--- src/core/startup_map.svh ---
// Register offsets, field positions, reset values and timing counts
`ifndef STARTUP_MAP_SVH
`define STARTUP_MAP_SVH
`define OFS_CAUSE      5'h00
`define OFS_BROWNOUT   5'h04
`define OFS_STATUS     5'h08
`define OFS_WATCHDOG   5'h0c
`define OFS_RUN        5'h10
`define CAUSE_RST      8'h0c
`define BIT_OVF        7
`define BIT_UNF        6
`define BIT_PIN        3
`define BIT_INSTR      2
`define BIT_POR        1
`define BIT_BOR        0
`define BIT_TO         4
`define BIT_PD         3
`define BIT_SW_BROWNOUT_ENABLE     7
`define POWERUP_TIMER_MS        64
`define CLK_HZ         25000000
`define POWERUP_TIMER_CYCLES    ((`POWERUP_TIMER_MS * `CLK_HZ) / 1000)
`define OST_CYCLES     1024
`define PC_RESET       15'h0000
`define PC_VECTOR      15'h0004
`define CAUSE_WMASK    8'hcf
`define STATUS_WMASK   8'h07
`define BROWN_WMASK    8'h80
`define WDT_WMASK      8'h3f
`define BROWN_RST      8'h80
`define AXI_OKAY       2'b00
`define AXI_SLVERR     2'b10
`endif

--- src/core/startup_pkg.sv ---
// Types shared by the start-up and reset-cause block
package startup_pkg;
  typedef enum logic [1:0] {
    st_hold = 2'b00,
    st_run  = 2'b01,
    st_sleep = 2'b10
  } seq_state_t;
endpackage

--- src/core/startup_timer.sv ---
// Down counter that expires after a load
`timescale 1ns/1ps
module startup_timer #(
  parameter int unsigned cycles = 16
) (
  input  wire logic aclk,
  input  wire logic aresetn,
  input  wire logic ce,
  input  wire logic start,
  input  wire logic bypass,
  output logic      done
);
  logic [31:0] count;
  logic [31:0] next_count;
  logic        running;
  logic        next_running;
  logic        next_done;

  always_comb
  begin
    next_count = count;
    next_running = running;
    next_done = done;
    if (start)
    begin
      next_count = 32'(cycles);
      next_running = !bypass;
      next_done = bypass;
    end
    else if (running)
    begin
      if (count <= 32'h1)
      begin
        next_running = 1'b0;
        next_done = 1'b1;
      end
      else
      begin
        next_count = count - 32'h1;
      end
    end
  end

  always_ff @(posedge aclk)
  begin
    if (!aresetn)
    begin
      count <= 32'h0;
      running <= 1'b0;
      done <= 1'b0;
    end
    else if (ce)
    begin
      count <= next_count;
      running <= next_running;
      done <= next_done;
    end
  end
endmodule

--- src/core/startup_and_reset_cause.sv ---
// Start-up sequencer, reset-cause flags and AXI4-Lite register slave
//
// The AXI4-Lite register port and the register addresses were left to the implementer.
`timescale 1ns/1ps
`include "startup_map.svh"
// Summary of operation
// - Run only after timers expire and pin released
// - Timers count regardless of reset pin
// - Expired timers: run at pin release
// - Every reset except watchdog updates cause bits
// - Power-on: PC zero, flags 00 110x, status 11
// - Brown-out: PC zero, flags 00 11u0, status 11
// - Watchdog reset clears timeout; wake clears both
// - Interrupt wake: timeout set, powerdown clear, vector if global irq enabled, else next PC
// - Pin reset running: PC zero, pin flag clear
// - Pin reset sleeping: pin flag, timeout, powerdown
// - Reset instruction clears instruction flag, PC zero
// - Enabled overflow sets overflow flag, PC zero
// - Enabled underflow sets underflow flag, PC zero
// - Firmware writes reach every flag except timeout and powerdown
// - Unimplemented bits read zero
// - Power-up timer delays 64 ms
// - Power-up timer enabled when enable_n low
module startup_and_reset_cause #(
  parameter int unsigned powerup_timer_cycles = `POWERUP_TIMER_CYCLES
) (
  input  wire logic                      aclk,
  input  wire logic                      aresetn,
  input  wire logic                      ce,
  input  wire logic                      por_event,
  input  wire logic                      brownout_reset,
  input  wire logic                      ext_reset_pin_n,
  input  wire logic                      ext_reset_enable,
  input  wire logic                      powerup_timer_enable_n,
  input  wire logic                      osc_needs_startup,
  input  wire logic                      watchdog_timeout,
  input  wire logic                      irq_wake,
  input  wire logic                      global_irq_enable,
  input  wire logic                      sleep_enter,
  input  wire logic                      reset_instr,
  input  wire logic                      stack_overflow,
  input  wire logic                      stack_underflow,
  input  wire logic                      stack_fault_reset_en,
  input  wire logic                      brownout_ready,
  input  wire logic [14:0]               pc_now,
  output startup_pkg::seq_state_t        seq_state,
  output logic                           core_run,
  output logic                           pc_load,
  output logic [14:0]                    pc_value,
  output logic                           push_return,
  output logic                           sw_brownout_enable,
  output logic [4:0]                     watchdog_prescale,
  output logic                           sw_watchdog_enable,
  input  wire logic [4:0]                s_axi_awaddr,
  input  wire logic                      s_axi_awvalid,
  output logic                           s_axi_awready,
  input  wire logic [31:0]               s_axi_wdata,
  input  wire logic [3:0]                s_axi_wstrb,
  input  wire logic                      s_axi_wvalid,
  output logic                           s_axi_wready,
  output logic [1:0]                     s_axi_bresp,
  output logic                           s_axi_bvalid,
  input  wire logic                      s_axi_bready,
  input  wire logic [4:0]                s_axi_araddr,
  input  wire logic                      s_axi_arvalid,
  output logic                           s_axi_arready,
  output logic [31:0]                    s_axi_rdata,
  output logic [1:0]                     s_axi_rresp,
  output logic                           s_axi_rvalid,
  input  wire logic                      s_axi_rready
);
  import startup_pkg::*;

  logic [1:0]  pin_sync;
  logic        pin_low;
  logic        pin_low_d;
  logic        pwr_event;
  logic        powerup_timer_done;
  logic        ost_done;
  logic        cold_start;
  logic        next_cold_start;
  seq_state_t  next_seq_state;
  logic [7:0]  cause;
  logic [7:0]  next_cause;
  logic [1:0]  wake_bits;
  logic [1:0]  next_wake_bits;
  logic [2:0]  alu_flags;
  logic [2:0]  next_alu_flags;
  logic [7:0]  brown_reg;
  logic [7:0]  next_brown_reg;
  logic [7:0]  wdt_reg;
  logic [7:0]  next_wdt_reg;
  logic        next_pc_load;
  logic [14:0] next_pc_value;
  logic        next_push;
  logic        aw_held;
  logic        w_held;
  logic [4:0]  aw_addr;
  logic [31:0] w_data;
  logic [3:0]  w_strb;
  logic        next_aw_held;
  logic        next_w_held;
  logic [4:0]  next_aw_addr;
  logic [31:0] next_w_data;
  logic [3:0]  next_w_strb;
  logic        next_bvalid;
  logic [1:0]  next_bresp;
  logic        next_rvalid;
  logic [31:0] next_rdata;
  logic [1:0]  next_rresp;
  logic        wr_fire;
  logic        pin_reset;
  logic        gates_clear;
  logic [7:0]  status_rd;
  logic [7:0]  rd_byte;
  logic        rd_ok;
  logic [7:0]  wbyte;

  // Pin is asynchronous to aclk
  always_ff @(posedge aclk)
  begin
    if (!aresetn)
    begin
      pin_sync <= 2'b11;
      pin_low_d <= 1'b0;
    end
    else if (ce)
    begin
      pin_sync <= {pin_sync[0], ext_reset_pin_n};
      pin_low_d <= pin_low;
    end
  end

  assign pin_low = ext_reset_enable && !pin_sync[1];
  assign pin_reset = pin_low && !pin_low_d;
  assign pwr_event = por_event || brownout_reset;

  // Timers restart on each power event and ignore the pin
  startup_timer #(.cycles(powerup_timer_cycles)) u_powerup_timer (
    .aclk    (aclk),
    .aresetn (aresetn),
    .ce      (ce),
    .start   (pwr_event),
    .bypass  (powerup_timer_enable_n),
    .done    (powerup_timer_done)
  );

  startup_timer #(.cycles(`OST_CYCLES)) u_ost (
    .aclk    (aclk),
    .aresetn (aresetn),
    .ce      (ce),
    .start   (pwr_event),
    .bypass  (!osc_needs_startup),
    .done    (ost_done)
  );

  // Release needs every gate clear at once
  assign gates_clear = (!cold_start || (powerup_timer_done && ost_done))
                       && !pin_low && !pwr_event;

  assign wr_fire = aw_held && w_held && !s_axi_bvalid;
  assign wbyte = w_data[7:0];

  always_comb
  begin
    next_seq_state = seq_state;
    next_cold_start = cold_start;
    next_cause = cause;
    next_wake_bits = wake_bits;
    next_alu_flags = alu_flags;
    next_brown_reg = brown_reg;
    next_wdt_reg = wdt_reg;
    next_pc_load = 1'b0;
    next_pc_value = pc_value;
    next_push = 1'b0;
    // Firmware writes first so hardware events win the same cycle
    if (wr_fire && w_strb[0])
    begin
      case (aw_addr)
        `OFS_CAUSE:
          next_cause = wbyte & `CAUSE_WMASK;
        `OFS_STATUS:
          next_alu_flags = wbyte[2:0];
        `OFS_BROWNOUT:
          next_brown_reg = wbyte & `BROWN_WMASK;
        `OFS_WATCHDOG:
          next_wdt_reg = wbyte & `WDT_WMASK;
        default:
          next_cause = cause;
      endcase
    end
    if (por_event)
    begin
      next_cause = `CAUSE_RST;
      next_wake_bits = 2'b11;
      next_cold_start = 1'b1;
      next_brown_reg = `BROWN_RST;
      next_seq_state = st_hold;
    end
    else if (brownout_reset)
    begin
      next_cause[`BIT_OVF] = 1'b0;
      next_cause[`BIT_UNF] = 1'b0;
      next_cause[`BIT_PIN] = 1'b1;
      next_cause[`BIT_INSTR] = 1'b1;
      next_cause[`BIT_BOR] = 1'b0;
      next_wake_bits = 2'b11;
      next_cold_start = 1'b1;
      next_brown_reg = `BROWN_RST;
      next_seq_state = st_hold;
    end
    else
    begin
      if (pin_reset)
      begin
        next_cause[`BIT_PIN] = 1'b0;
        if (seq_state == st_sleep)
          next_wake_bits = 2'b10;
        next_seq_state = st_hold;
      end
      if (reset_instr && seq_state == st_run)
      begin
        next_cause[`BIT_INSTR] = 1'b0;
        next_seq_state = st_hold;
      end
      if (stack_fault_reset_en && seq_state == st_run)
      begin
        if (stack_overflow)
        begin
          next_cause[`BIT_OVF] = 1'b1;
          next_seq_state = st_hold;
        end
        if (stack_underflow)
        begin
          next_cause[`BIT_UNF] = 1'b1;
          next_seq_state = st_hold;
        end
      end
      case (seq_state)
        st_hold:
        begin
          if (gates_clear)
          begin
            next_seq_state = st_run;
            next_cold_start = 1'b0;
            next_pc_load = 1'b1;
            next_pc_value = `PC_RESET;
          end
        end
        st_run:
        begin
          if (watchdog_timeout)
          begin
            next_wake_bits[1] = 1'b0;
            next_seq_state = st_hold;
          end
          else if (sleep_enter && next_seq_state == st_run)
          begin
            next_wake_bits = 2'b10;
            next_seq_state = st_sleep;
          end
        end
        st_sleep:
        begin
          if (pin_reset)
            next_seq_state = st_hold;
          else if (watchdog_timeout)
          begin
            next_wake_bits = 2'b00;
            next_seq_state = st_run;
            next_pc_load = 1'b1;
            next_pc_value = 15'(pc_now + 15'h1);
          end
          else if (irq_wake)
          begin
            next_wake_bits = 2'b10;
            next_seq_state = st_run;
            next_pc_load = 1'b1;
            next_pc_value = 15'(pc_now + 15'h1);
            next_push = global_irq_enable;
          end
        end
        default:
          next_seq_state = st_hold;
      endcase
    end
    // Interrupt vector follows the next instruction
    if (push_return)
    begin
      next_pc_load = 1'b1;
      next_pc_value = `PC_VECTOR;
    end
    next_brown_reg[0] = brownout_ready;
  end

  always_ff @(posedge aclk)
  begin
    if (!aresetn)
    begin
      seq_state <= st_hold;
      cold_start <= 1'b1;
      cause <= `CAUSE_RST;
      wake_bits <= 2'b11;
      alu_flags <= 3'h0;
      brown_reg <= `BROWN_RST;
      wdt_reg <= 8'h00;
      pc_load <= 1'b0;
      pc_value <= `PC_RESET;
      push_return <= 1'b0;
    end
    else if (ce)
    begin
      seq_state <= next_seq_state;
      cold_start <= next_cold_start;
      cause <= next_cause;
      wake_bits <= next_wake_bits;
      alu_flags <= next_alu_flags;
      brown_reg <= next_brown_reg;
      wdt_reg <= next_wdt_reg;
      pc_load <= next_pc_load;
      pc_value <= next_pc_value;
      push_return <= next_push;
    end
  end

  assign core_run = (seq_state == st_run);
  assign sw_brownout_enable = brown_reg[`BIT_SW_BROWNOUT_ENABLE];
  assign watchdog_prescale = wdt_reg[5:1];
  assign sw_watchdog_enable = wdt_reg[0];
  assign status_rd = {3'h0, wake_bits, alu_flags};

  always_comb
  begin
    rd_ok = 1'b1;
    case (s_axi_araddr)
      `OFS_CAUSE:    rd_byte = cause;
      `OFS_BROWNOUT: rd_byte = brown_reg;
      `OFS_STATUS:   rd_byte = status_rd;
      `OFS_WATCHDOG: rd_byte = wdt_reg;
      `OFS_RUN:      rd_byte = {6'h0, seq_state};
      default:
      begin
        rd_byte = 8'h00;
        rd_ok = 1'b0;
      end
    endcase
  end

  assign s_axi_awready = !aw_held;
  assign s_axi_wready = !w_held;
  assign s_axi_arready = !s_axi_rvalid;

  always_comb
  begin
    next_aw_held = aw_held;
    next_w_held = w_held;
    next_aw_addr = aw_addr;
    next_w_data = w_data;
    next_w_strb = w_strb;
    next_bvalid = s_axi_bvalid;
    next_bresp = s_axi_bresp;
    next_rvalid = s_axi_rvalid;
    next_rdata = s_axi_rdata;
    next_rresp = s_axi_rresp;
    if (s_axi_awvalid && !aw_held)
    begin
      next_aw_held = 1'b1;
      next_aw_addr = {s_axi_awaddr[4:2], 2'b00};
    end
    if (s_axi_wvalid && !w_held)
    begin
      next_w_held = 1'b1;
      next_w_data = s_axi_wdata;
      next_w_strb = s_axi_wstrb;
    end
    if (wr_fire)
    begin
      next_aw_held = 1'b0;
      next_w_held = 1'b0;
      next_bvalid = 1'b1;
      next_bresp = (aw_addr <= `OFS_RUN) ? `AXI_OKAY : `AXI_SLVERR;
    end
    else if (s_axi_bvalid && s_axi_bready)
      next_bvalid = 1'b0;
    if (s_axi_arvalid && !s_axi_rvalid)
    begin
      next_rvalid = 1'b1;
      next_rdata = {24'h0, rd_byte};
      next_rresp = rd_ok ? `AXI_OKAY : `AXI_SLVERR;
    end
    else if (s_axi_rvalid && s_axi_rready)
      next_rvalid = 1'b0;
  end

  always_ff @(posedge aclk)
  begin
    if (!aresetn)
    begin
      aw_held <= 1'b0;
      w_held <= 1'b0;
      aw_addr <= 5'h0;
      w_data <= 32'h0;
      w_strb <= 4'h0;
      s_axi_bvalid <= 1'b0;
      s_axi_bresp <= `AXI_OKAY;
      s_axi_rvalid <= 1'b0;
      s_axi_rdata <= 32'h0;
      s_axi_rresp <= `AXI_OKAY;
    end
    else if (ce)
    begin
      aw_held <= next_aw_held;
      w_held <= next_w_held;
      aw_addr <= next_aw_addr;
      w_data <= next_w_data;
      w_strb <= next_w_strb;
      s_axi_bvalid <= next_bvalid;
      s_axi_bresp <= next_bresp;
      s_axi_rvalid <= next_rvalid;
      s_axi_rdata <= next_rdata;
      s_axi_rresp <= next_rresp;
    end
  end
endmodule

--- config.mk ---
export PLATFORM = sky130hd
export DESIGN_NAME = startup_and_reset_cause
export DESIGN_NICKNAME = d
export VERILOG_FILES = /design/src/core/startup_pkg.sv /design/src/core/startup_timer.sv /design/src/core/startup_and_reset_cause.sv
export VERILOG_INCLUDE_DIRS = /design/src /design/src/core
export SDC_FILE = /design/constraint.sdc
export NUM_CORES = 1
export LEC_CHECK = 0
export BUFFER_PORTS_ARGS = -buffer_cell sky130_fd_sc_hd__buf_4
export CORE_MARGIN = 8
export CORE_UTILIZATION = 45
export CTS_CLUSTER_DIAMETER = 30
export DETAILED_ROUTE_END_ITERATION = 7
export HOLD_SLACK_MARGIN = 0.12
export PLACE_DENSITY = 0.68
export SETUP_SLACK_MARGIN = 0.1
export SYNTH_ARGS = -nofsm -noshare
export SYNTH_HDL_FRONTEND = slang
export SYNTH_SLANG_ARGS = --single-unit
--- constraint.sdc ---
create_clock -name aclk -period 3.2 [get_ports aclk]
set_input_delay 0.64 -clock aclk [delete_from_list [all_inputs] [get_ports aclk]]
set_output_delay 0.64 -clock aclk [all_outputs]
set_load 0.01 [all_outputs]
# [Yosys cells after proc, flatten, opt, wreduce, memory -nomap -nowiden]
# Cells that the tools add are included.
[word_totals] regBits=146 inputBits=84 out_inout_bits=68 word_cells=232
[op_classes] n_addsub=3 order_cmp=3 eq_ne=17 n_mux=102 n_reduce_logical=74
[op_table] cell="32-bit 2-to-1 mux" n=6
[op_table] cell="15-bit 2-to-1 mux" n=7
[op_table] cell="32-bit by 1-bit <= comparator with 1-bit output (second input constant)" n=2
[op_table] cell="32-bit by 1-bit subtractor with 32-bit output (second input constant)" n=2
[op_table] cell="2-bit 2-to-1 mux" n=31
[op_table] cell="8-bit 2-to-1 mux" n=6
[op_table] cell="1-bit 2-to-1 mux" n=47
[op_table] cell="8-bit case mux with 5 select lines" n=1
[op_table] cell="3-bit AND reduction" n=12
[op_table] cell="15-bit case mux with 2 select lines" n=1
[op_table] cell="2-bit nonzero test" n=10
[op_table] cell="3-bit nonzero test" n=6
[op_table] cell="1-bit logical AND" n=16
[op_table] cell="2-bit AND reduction" n=8
[op_table] cell="4-bit nonzero test" n=4
[op_table] cell="15-bit by 1-bit adder with 15-bit output (second input constant)" n=1
[op_table] cell="1-bit logical NOT" n=11
[op_table] cell="5-bit by 4-bit == test with 1-bit output (second input constant)" n=2
[op_table] cell="5-bit logical NOT" n=2
[op_table] cell="7-bit AND reduction" n=1
[op_table] cell="3-bit by 2-bit == test with 1-bit output (second input constant)" n=2
[op_table] cell="3-bit inequality test (second input constant)" n=2
[op_table] cell="2-bit case mux with 3 select lines" n=1
[op_table] cell="5-bit by 3-bit == test with 1-bit output (second input constant)" n=1
[op_table] cell="13 further kinds" n=17

# [Logic depth before layout (Yosys ltp)]
[depth] depth_word=17 depth_mapped=9 ltp_nobuf=8

# [By module]
# From an unflattened synthesis, not the netlist that was laid out.
[unflattened] cells_unflattened=867 area_unflattened_um2=7174.4
[by_module_without_submodules] mod="startup_and_reset_cause" instances=1 cells_per_inst=438 area_each_um2=3528.4 seq_area_each_um2=1361.3
[by_module_without_submodules] mod="startup_timer at u_ost" instances=1 cells_per_inst=217 area_each_um2=1848.0 seq_area_each_um2=680.7
[by_module_without_submodules] mod="startup_timer at u_powerup_timer" instances=1 cells_per_inst=212 area_each_um2=1798.0 seq_area_each_um2=680.7

# [Worst setup path after synthesis]
# No wires, ideal clock.
[synth_timing] path_kind="register -> register" from="register u_ost.count[2]" to="register u_ost.count[15]" setup_ps=115 t_arrival_ps=2585 required_ps=3085 setup_slack_ps=501 stages_incl_launch_ff=10 n_path_buf=3 synth_period_minus_slack_ps=2699 cell_sequence="dfxtp_1 > or4_1 > buf_2 > or3_1 > buf_2 > or4_1 > buf_2 > a31oi_4 > nor4_1 > o21a_1"
[synth_between] elab_chain_cells=4 elab_cells_between_ends=7 cone_classes="add/sub (1); order compare (1); eq/ne (1); mux (3); reduce/logical (1)"
[synth_lines] element="start: declaration" line="startup_timer.sv:13" rtl="logic [31:0] count;"
[synth_lines] element="start signal: assignment" line="startup_timer.sv:54" rtl="count <= next_count;"
[synth_lines] element="32-bit by 1-bit subtractor with 32-bit output" line="startup_timer.sv:39" rtl="next_count = count - 32'h1;"
[synth_lines] element="32-bit 2-to-1 mux" line="startup_timer.sv:32" rtl="if (count <= 32'h1)"
[synth_lines] element="32-bit 2-to-1 mux" line="startup_timer.sv:30" rtl="else if (running)"
[synth_lines] element="32-bit 2-to-1 mux" line="startup_timer.sv:24" rtl="if (start)"
# Parallel ways exist; a longest one is shown, timed or not. The select of a mux whose other input is x is not followed.
# A chain may end at the register's enable or synchronous reset.

# [Worst setup path after layout]
# Ends and elaborated chain as after synthesis.

==> flow_metrics.py <==
metrics = {
    "timing": {
        "maxSlewHeadroom_pct": 50.7,
        "drv_slew": 0,
        "hold_violations": 0,
        "rsz0062_at_grt": "no",
        "finalCriticalPeriod_ns": 2.82,
        "fmax_mhz": 355,
        "fin_worst_skew_ns": 0.00498,
        "setup_tns_ns": 0,
        "finalSetupViolations": 0,
        "worst_slew_pin_slew_ns": 0.721,
        "whs_ns": 0.450,
        "fin_crit_sh_pct": 88.1,
    },
    "clocking": {
        "postCtsSetupBuffers": 0,
        "clockBufferDepth": 2,
        "clockRootBuffer": "clkbuf_16",
        "cts_hold_buffers": 0,
        "cts_tree": "yes",
        "clkLatencyLatePin_ns": 0.43,
        "cts.clk_slew.worst_paths_ns": 0.06,
        "cts_resized": 0,
        "cts_sinks": 136,
        "cts_buffers": 17,
        "htreeDepth": 4,
    },
    "global_route": {
        "grt_max_degree": 52,
        "grt_usage_pct": 18.2,
        "grt_pass1_wl_um": 29200,
        "first_global_vias": 5810,
        "antenna_found_initial": 0,
        "gr-total-overflow": 0,
    },
    "placed_design": {
        "place_congestion": 0.839,
        "dp_hpwl_um": 12600,
        "portBuffers": 96,
    },
    "logic_synthesis": {
        "ys_types": 58,
        "synth_top_family_by_area": "simple AND/OR/NAND/NOR gates",
        "synthCells": 840,
        "synthXorXnorAreaFrac_pct": 5.26,
        "ys_ff_latch": 136,
        "synth_edf_count": 0,
        "synthFlopType": "dfxtp_1",
        "synth.mux.area_fraction_pct": 4.01,
        "yosys-top-cells-area": "dfxtp_1 40%, nor2_1 5.0%, nand2_1 4.9%",
        "avgSynthCellArea_um2": 8.13,
        "syn_area_um2": 6830,
        "synthAdderAreaFrac_pct": 1.65,
        "ys_seq_area_share_pct": 39.9,
        "synth_simple_gate_area_share_pct": 26.3,
        "ys_warn_count": 0,
        "synthArstFlopShare_pct": 0,
        "synth_top_cell_by_area": "dfxtp_1",
        "synth_top_area_share_pct": 39.9,
        "synth-compound-area-share_pct": 16.8,
    },
    "run_status": {
        "status": "finished clean",
    },
    "power_and_ir_drop": {
        "ir_worst_vdd_mv": 0.380,
        "power_density_nw_per_um2": 588,
        "power_frac_clock_pct": 45.0,
        "intPower_mw": 3.52,
        "combPwrFrac_pct": 17.2,
        "pwr-share-seq_pct": 37.8,
        "switchingPower_mw": 1.38,
        "swShare_pct": 28.2,
        "leakagePower_nw": 3.33,
    },
    "floorplan": {
        "dieWidth_um": 139,
        "ios": 152,
        "die_h_um": 139,
        "dieArea_um2": 19400,
        "rows": 45,
        "coreArea_um2": 15000,
        "start_util_pct": 45.4,
    },
    "worst_hold_path": {
        "min-delay-start": "brownout_ready",
        "hold_path_class": "in -> reg",
    },
    "finish": {
        "multi_input_area_um2": 3790,
        "largestRegisters": "u_ost.count: 32 flops, u_powerup_timer.count: 32 flops, pc_value: 15 flops",
        "final_net_count": 1023,
        "ff_latch_area_um2": 2720,
        "diodes": 0,
        "fill_cells": 1397,
        "drive_above_1_share_pct": 17.9,
        "area_delta_synth_final_pct": 22.1,
    },
    "routing": {
        "post_drt_wl_per_cell_um": 15.7,
        "dr.pass1.iters": 5,
        "dr_total_vias": 6226,
        "first_iter_violations": 441,
        "postRouteAntennaNets": 0,
        "wirelength_um": 17700,
        "avgViaCountPerCell": 5.50,
        "drc_errors": 0,
    },
    "critical_path": {
        "crit_arrival_ns": 3.14,
        "worst-path-max-fanout": 9,
        "cp.required_ns": 3.52,
        "reg2reg_depth": 6,
        "reg2reg_slack_ns": 0.38,
        "startpoint": "u_ost.count[2]",
        "path_class": "reg -> reg",
        "r2r_start": "u_ost.count[2]",
        "r2r-end": "u_ost.count[15]",
        "worstSetupEndpointType": "flop",
        "start_kind": "flop",
        "cp-endpoint": "u_ost.count[15]",
    },
    "job": {
        "maxCapViolCount": 0,
    },
}
==> area by class of cell <==
| class | instances | share of cell area, % |
|---|---|---|
| Multi-Input combinational cell | 645 | 45.4 |
| Sequential cell | 136 | 32.7 |
| Timing Repair Buffer | 114 | 10.4 |
| Clock buffer | 17 | 5.10 |
| Clock inverter | 15 | 2.88 |
| Tap cell | 188 | 2.82 |
| Inverter | 16 | 0.720 |
==> cells in the final DEF (no fill, tap or decap), types with 5 or more instances in the layout <==
cell type	synthesis	final
o41ai_1	6	6
nor2_1	91	91
buf_4	26	113
nor3_1	19	19
or3_1	22	22
nand3_1	41	41
o31ai_1	8	8
a22oi_1	5	5
o211ai_1	10	10
clkbuf_16	0	17
dfxtp_1	136	136
a21oi_1	59	59
or2_2	13	13
nor4_1	23	23
a2111oi_0	7	7
xnor2_1	24	24
conb_1	1	26
bufinv_16	0	5
mux2i_1	24	24
o311ai_0	5	5
xor2_1	17	17
nand4_1	14	14
o21ai_0	41	41
nand2_1	90	90
clkinv_4	0	5
a31oi_1	5	5
ha_1	9	9
or4_1	21	21
inv_1	16	15
==> synthesized netlist by cell type (4+ instances only) <==
| master | number |
|---|---|
| dfxtp_1 | 136 |
| nor2_1 | 91 |
| nand2_1 | 90 |
| a21oi_1 | 59 |
| nand3_1 | 41 |
| o21ai_0 | 41 |
| clkbuf_1 | 35 |
| buf_4 | 26 |
| mux2i_1 | 24 |
| xnor2_1 | 24 |
| nor4_1 | 23 |
| or3_1 | 22 |
| or4_1 | 21 |
| nor3_1 | 19 |
| xor2_1 | 17 |
| inv_1 | 16 |
| nand4_1 | 14 |
| or2_2 | 13 |
| o211ai_1 | 10 |
| ha_1 | 9 |
| o31ai_1 | 8 |
| a2111oi_0 | 7 |
| o41ai_1 | 6 |
| a22oi_1 | 5 |
| a31oi_1 | 5 |
| o311ai_0 | 5 |
| and3_1 | 4 |
| buf_1 | 4 |
| nand2b_1 | 4 |
| nor2b_1 | 4 |
| o22ai_1 | 4 |
==> power by group through the flow <==
stage / sequential (mW) / clock (mW) / combinational [mW]
final: 1.85 / 2.20 / 0.845
after global routing: 1.87 / 2.31 / 0.935
after CTS: 1.85 / 2.24 / 0.839
after detailed placement: 1.89 / 0 / 0.833
after global placement: 1.89 / 0 / 0.825
after floorplan: 1.87 / 0 / 0.625
==> per-stage QoR <==
step / power, mW / util, % / cells / area, µm² / worst slack (ns)
after floorplan: 2.49 / - / 865 / 6920 / 0.501
after global placement: 2.71 / 51.0 / 1099 / 7670 / 0.419
after detailed placement: 2.72 / 51.0 / 1099 / 7670 / 0.410
after CTS: 4.93 / 55.5 / 1131 / 8340 / 0.401
after global routing: 5.12 / 55.5 / 1131 / 8340 / 0.270
final: 4.90 / 55.5 / 1131 / 8340 / 0.382
==> critical path, stage by stage (launching register included) <==
cell     delay [ns]
dfxtp_1        0.35
or4_1          0.63
or3_1          0.47
or4_1          0.68
a31oi_4        0.34
nor4_1         0.08
o21a_1         0.17
==> worst min path at each step <==
stage | end | cells after the start
global route | pin_sync[0] | 3
detailed placement | w_strb[0] | 2
CTS | pin_sync[0] | 3
finish | brown_reg[0] | 3
floorplan | cold_start | 2
global placement | cold_start | 2
==> layer usage <==
metal	share of wire [%]	GRT usage, %	vias to the layer above
li1	-	-	3179
met1	46	22.4	2889
met2	46	28.8	140
met3	6.5	7.06	18
met4	1.3	5.95	0
met5	0	0	-
==> cells by family (layout without fill, tap and decap cells) <==
logic type      after synthesis  count (layout)
buf+inv                      84             162
xor+xnor                     41              41
other cells                   1              26
flops                       136             136
simple gates                363             363
fa+ha+maj                     9               9
mux                          27              27
compound gates              179             179
(Power assumes the default switching activity.)
